[src/osc_ctl_pkg.sv]
// Purpose: Constants for the oscillator manual enable and frequency select block.
// Assumes: 8-bit registers reached over a plain strobe port.
// Notes:   Offsets are local choices.
package osc_ctl_pkg;
  localparam int          ADDR_W        = 4;
  localparam int          DATA_W        = 8;
  localparam int          NUM_OSC       = 6;
  localparam logic [3:0]  ADDR_MANUAL   = 4'h0;
  localparam logic [3:0]  ADDR_FREQ     = 4'h1;
  localparam logic [3:0]  ADDR_ACTIVE   = 4'h2;
  localparam int          MAN_LSB       = 2;
  localparam int          MAN_MSB       = 7;
  localparam int          FRQ_MSB       = 2;
  localparam logic [5:0]  MAN_RESET     = 6'h00;
  localparam logic [2:0]  RST_CFG_1MHZ  = 3'h6;
  localparam logic [2:0]  RST_CFG_32MHZ = 3'h0;
  localparam logic [2:0]  FRQ_4MHZ      = 3'h2;
  localparam logic [2:0]  FRQ_32MHZ     = 3'h6;
  localparam logic [2:0]  FRQ_RESERVED  = 3'h7;
  localparam logic [2:0]  FRQ_RESET     = 3'h0;
  localparam logic [7:0]  READ_ZERO     = 8'h00;
  localparam logic [5:0]  MHZ_1         = 6'h01;
  localparam logic [5:0]  MHZ_2         = 6'h02;
  localparam logic [5:0]  MHZ_4         = 6'h04;
  localparam logic [5:0]  MHZ_8         = 6'h08;
  localparam logic [5:0]  MHZ_12        = 6'h0C;
  localparam logic [5:0]  MHZ_16        = 6'h10;
  localparam logic [5:0]  MHZ_32        = 6'h20;
  localparam logic [5:0]  MHZ_NONE      = 6'h00;
endpackage

[src/osc_freq_decode.sv]
// Purpose: Registered decode of the fast oscillator frequency code to MHz.
// Assumes: Code 111 is reserved and yields zero with a flag.
// Notes:   Registered so the top outputs stay flop driven.
`timescale 1ns/10ps
`default_nettype none
module osc_freq_decode
  import osc_ctl_pkg::*;
(
  input  wire logic       clock,
  input  wire logic       sys_rst,
  input  wire logic [2:0] code,
  output logic      [5:0] mhz_q,
  output logic            reserved_q
);
  logic [5:0] mhz_d;

  // Nominal frequency table.
  always_comb begin
    case (code)
      3'h0:    mhz_d = MHZ_1;
      3'h1:    mhz_d = MHZ_2;
      3'h2:    mhz_d = MHZ_4;
      3'h3:    mhz_d = MHZ_8;
      3'h4:    mhz_d = MHZ_12;
      3'h5:    mhz_d = MHZ_16;
      3'h6:    mhz_d = MHZ_32;
      default: mhz_d = MHZ_NONE;
    endcase
  end

  // Register the decode.
  always_ff @(posedge clock or posedge sys_rst) begin
    if (sys_rst) begin
      mhz_q      <= MHZ_NONE;
      reserved_q <= 1'b0;
    end else begin
      mhz_q      <= mhz_d;
      reserved_q <= (code == FRQ_RESERVED);
    end
  end
endmodule
`default_nettype wire

[src/osc_manual_enable_freq_select.sv]
// Purpose: Manual force-on bits for six oscillators and fast oscillator frequency select.
// Assumes: Strap reset_clock_source_cfg is stable while sys_rst is high.
// Notes:   Frequency default is loaded on the first clock after reset release.
`timescale 1ns/10ps
`default_nettype none
module osc_manual_enable_freq_select
  import osc_ctl_pkg::*;
(
  input  wire logic                              clock,
  input  wire logic                              sys_rst,
  input  wire logic [osc_ctl_pkg::ADDR_W-1:0]    reg_addr,
  input  wire logic [osc_ctl_pkg::DATA_W-1:0]    reg_wdata,
  input  wire logic                              reg_wr,
  input  wire logic                              reg_rd,
  output logic      [osc_ctl_pkg::DATA_W-1:0]    reg_rdata,
  input  wire logic [2:0]                        reset_clock_source_cfg,
  input  wire logic [osc_ctl_pkg::NUM_OSC-1:0]   module_osc_req,
  output logic      [osc_ctl_pkg::NUM_OSC-1:0]   osc_enable,
  output logic      [2:0]                        fast_internal_freq_sel,
  output logic      [5:0]                        fast_freq_mhz,
  output logic                                   fast_freq_reserved
);
  import osc_ctl_pkg::*;

  // Bit order: [5]=ext [4]=fast [3]=mid [2]=slow [1]=secondary [0]=converter RC.
  logic [NUM_OSC-1:0] force_q;
  logic [2:0]         freq_q;
  logic               strap_done_q;
  logic [DATA_W-1:0]  rdata_q;
  logic [NUM_OSC-1:0] enable_q;

  assign reg_rdata              = rdata_q;
  assign osc_enable             = enable_q;
  assign fast_internal_freq_sel = freq_q;

  // Manual enable register; bits 1-0 are not stored so they read zero.
  always_ff @(posedge clock or posedge sys_rst) begin
    if (sys_rst) begin
      force_q <= MAN_RESET;
    end else if (reg_wr && reg_addr == ADDR_MANUAL) begin
      force_q <= reg_wdata[MAN_MSB:MAN_LSB];
    end
  end

  // The strap cannot be sampled under async reset, so it is captured on the
  // first edge after release; a software write in that same cycle wins.
  always_ff @(posedge clock or posedge sys_rst) begin
    if (sys_rst) begin
      freq_q       <= FRQ_RESET;
      strap_done_q <= 1'b0;
    end else begin
      strap_done_q <= 1'b1;
      if (reg_wr && reg_addr == ADDR_FREQ) begin
        freq_q <= reg_wdata[FRQ_MSB:0];
      end else if (!strap_done_q) begin
        if (reset_clock_source_cfg == RST_CFG_1MHZ) begin
          freq_q <= FRQ_4MHZ;
        end else if (reset_clock_source_cfg == RST_CFG_32MHZ) begin
          freq_q <= FRQ_32MHZ;
        end
      end
    end
  end

  // Oscillator run enables: forced on, or on demand from any module.
  generate
    for (genvar i = 0; i < NUM_OSC; i++) begin : g_en
      always_ff @(posedge clock or posedge sys_rst) begin
        if (sys_rst) begin
          enable_q[i] <= 1'b0;
        end else begin
          enable_q[i] <= force_q[i] | module_osc_req[i];
        end
      end
    end
  endgenerate

  // Read port: data valid in the cycle after the strobe, unmapped reads zero.
  always_ff @(posedge clock or posedge sys_rst) begin
    if (sys_rst) begin
      rdata_q <= READ_ZERO;
    end else if (reg_rd) begin
      case (reg_addr)
        ADDR_MANUAL: rdata_q <= {force_q, 2'b00};
        ADDR_FREQ:   rdata_q <= {5'h00, freq_q};
        ADDR_ACTIVE: rdata_q <= {enable_q, 2'b00};
        default:     rdata_q <= READ_ZERO;
      endcase
    end else begin
      rdata_q <= READ_ZERO;
    end
  end

  // Frequency decode for the fast internal oscillator.
  osc_freq_decode u_dec (
    .clock      (clock),
    .sys_rst    (sys_rst),
    .code       (freq_q),
    .mhz_q      (fast_freq_mhz),
    .reserved_q (fast_freq_reserved)
  );
endmodule
`default_nettype wire

[config.mk]
export PLATFORM = sky130hd
export DESIGN_NAME = osc_manual_enable_freq_select
export DESIGN_NICKNAME = d
export VERILOG_FILES = /design/src/osc_ctl_pkg.sv /design/src/osc_freq_decode.sv /design/src/osc_manual_enable_freq_select.sv
export SDC_FILE = /design/constraint.sdc
export NUM_CORES = 1
export LEC_CHECK = 0
export ABC_CLOCK_PERIOD_IN_PS = 1800
export BUFFER_PORTS_ARGS = -buffer_cell sky130_fd_sc_hd__buf_2
export CAP_MARGIN = 5
export CORE_MARGIN = 1.5
export CORE_UTILIZATION = 50
export CTS_CLUSTER_DIAMETER = 40
export DETAILED_ROUTE_END_ITERATION = 10
export GPL_TIMING_DRIVEN = 0
export HOLD_SLACK_MARGIN = 0.03
export PLACE_DENSITY = 0.82
export SYNTH_ARGS = -nofsm -noshare
export SYNTH_HDL_FRONTEND = slang
export SYNTH_SLANG_ARGS = --single-unit
[constraint.sdc]
create_clock -name clock -period 1.8 [get_ports clock]
set_clock_uncertainty 0.1 [all_clocks]
set_input_delay 0.18 -clock clock [delete_from_list [all_inputs] [get_ports clock]]
set_output_delay 0.18 -clock clock [all_outputs]
set_load 0.02 [all_outputs]
==> results.toml <==
[pwr]
combinationalPowerShare = 0.209
p_sw_frac = 0.285
switchingPower_uw = 421
powerDensity_nw_per_um2 = 876
power.internal_mw = 1.06
p_leak_nw = 0.871
ir_drop_v = 0.000779
seq_power_share = 0.555
power_frac_clock = 0.236

[grt]
grt.total_usage = 0.204
grt-ovfl-total = 0
grt_pass1_wl_um = 3850
antenna_found_initial = 0
grt_pass1_vias = 901
grt_max_degree = 32

[sta]
rsz0062_at_grt = "no"
finalSetupTns_ns = 0
fin_crit_ns = 1.29
setup_violations = 0
report.final.hold_viol_count = 0
drv_slew = 0
max_freq_mhz = 778
worstMarginPinSlew_ns = 1.10
relSlewSlack = 0.265
fin_crit_sh = 0.714

[cts]
h-tree-depth = 2
path_clk_slew_ns = 0.09
cts_buffers = 5
cts.sinks = 31
ctsHoldBuffers = 15
ctsResizeCount = 0
clockBufferDepth = 2
clkLatencyLatePin_ns = 0.33
cts_root_buffer = "clkbuf_4"
postCtsSetupBuffers = 0
tritoncts = "done"

[worst_setup_path]
start_kind = "flip-flop"
path_delay_family = "flip-flops"
crit_path_cell_trace = "buf_2"
crit_type = "flip-flop to output port"
rr_endpoint = "fast_internal_freq_sel[2]"
cp_slowest_stage_delay_ns = 0.46
crit_fanout = 7
cp-end-kind = "output port"
rrSetupSlack_ns = 0.52
path_buf_inv = 1
reg2regPathDepth = 3
worst_ep_arrival_time_ns = 1.01
reg2reg_from = "fast_internal_freq_sel[2]"
cp.required_ns = 1.52
slowest_stage = "dfrtp_1"

[cells_and_area]
fin_nets = 187
final_common_cell = "buf_2"
post-route-util = 0.749
final_cell_count_no_fill = 189
drive_above_1_share = 0.435
fillers = 165
final_cell_mix = "47 x buf_2, 31 x dfrtp_1, 15 x dlygate4sd3_1"
ff_latch_area_um2 = 776
num_antenna_cells = 0
multi_input_area_um2 = 424
area_growth_pct = 37.7

[die]
initial_utilization = 0.544
dieHeight_um = 52.5
core_region_area_um2 = 2250
die-area_um2 = 2760
num_rows = 17
fp.dieW_um = 52.5
pin_count = 49

[placed_design]
globalplace.congestion = 0.739
post-dp-hpwl_um = 1740
portBuffers = 47
dp_cells = 168

[yosys]
yosysSeqAreaShare = 0.633
synth_area_leader_cell = "dfrtp_1"
synth_area_leaders = "dfrtp_1 63%, mux2i_1 5.7%, mux2_2 5.5%, nor2_1 3.1%, or2_2 3.1%"
syn_nets = 118
synth_top_area_frac = 0.633
yosysWarnings = 0
synth.avg_cell_area_um2 = 13.2
syn_area_um2 = 1230
synth_cell_type_count = 29
postSynthCellCount = 93
ys_ff_latch = 31

[outcome]
outcome = "finished, final reports clean"

[routing]
drt_iter0_drc = 11
first_pass_iters = 4
antenna_left = 0
routedWlPerCell_um = 13.1
drc = 0
via_per_inst = 4.95
wirelength_um = 2480
num_vias = 936

[hold_path]
hp-class = "primary input to async pin"

[job]
drv_cap = 0
-- power groups by stage --
stage	clock, mW	combinational, mW	sequential, mW
detailed placement	0	0.286	0.835
finish	0.349	0.309	0.820
CTS	0.357	0.312	0.821
global placement	0	0.273	0.826
floorplan	0	0.127	0.883
global route	0.389	0.338	0.831
-- metrics by stage --
stage                     cell area, um^2  power (mW)  setup WS (ns)  hold WS, ns
after floorplan                      1230        1.01          0.603        0.184
after global placement               1500        1.10          0.519        0.268
after detailed placement             1500        1.12          0.475        0.273
after CTS                            1690        1.49          0.501       0.0559
after global routing                 1690        1.56          0.382       0.0823
final                                1690        1.48          0.514       0.0173
-- worst max-delay path by stage --
stage / from / end / slack, ns / cells after the start
after floorplan: fast_internal_freq_sel[2] / fast_internal_freq_sel[2] / 0.60 / 3
after global routing: fast_internal_freq_sel[2] / fast_internal_freq_sel[2] / 0.38 / 3
after CTS: fast_internal_freq_sel[2] / fast_internal_freq_sel[2] / 0.50 / 3
after detailed placement: sys_rst / strap_done_q / 0.47 / 2
final: fast_internal_freq_sel[0] / fast_internal_freq_sel[0] / 0.51 / 1
after global placement: sys_rst / strap_done_q / 0.52 / 2
-- layout make-up --
class,count,share of cell area
Inverter,3,0.00667
Buffer,2,0.00890
Tap cell,28,0.0208
Clock buffer,6,0.0245
Sequential cell,31,0.460
Timing Repair Buffer,62,0.228
Multi-Input combinational cell,57,0.251
-- synthesized netlist by cell type, drive strengths merged --
library cell,instances
conb,1
nand3,2
nor3,3
a32oi,1
nand2b,1
a21boi,1
clkbuf,1
o21ai,1
inv,3
o31ai,1
mux2i,7
mux2,6
buf,1
or2,6
nor2b,1
nand4,2
a22o,1
nor2,12
nand3b,1
nand2,1
o2bb2ai,1
dfrtp,31
and3,4
or3b,1
a21oi,2
xnor2,1
-- routing by layer --
| metal | vias to the layer above | track usage | wire [um] |
|---|---|---|---|
| met3 | 8 | 0.0857 | 183 |
| met2 | 34 | 0.348 | 1270 |
| met1 | 440 | 0.218 | 959 |
| met5 | - | 0 | 0 |
| li1 | 454 | - | - |
| met4 | 0 | 0.0897 | 60 |
-- cell families (layout without fill, tap and decap cells) --
kind of cell,Yosys count,after routing,share of synthesized area
other cells,1,1,0.00306
simple gates,34,34,0.178
buf+inv,5,73,0.0214
xor+xnor,1,1,0.00714
mux,13,13,0.112
flops,31,31,0.633
compound gates,8,8,0.0459
-- state kept, by name, indices dropped and copies added, names as in the netlist --
name and cells:
u_dec.mhz_q 6, fast_internal_freq_sel 3, u_dec.reserved_q 1, force_q 6
osc_enable 6, strap_done_q 1, reg_rdata 8
(Power assumes the default switching activity.)
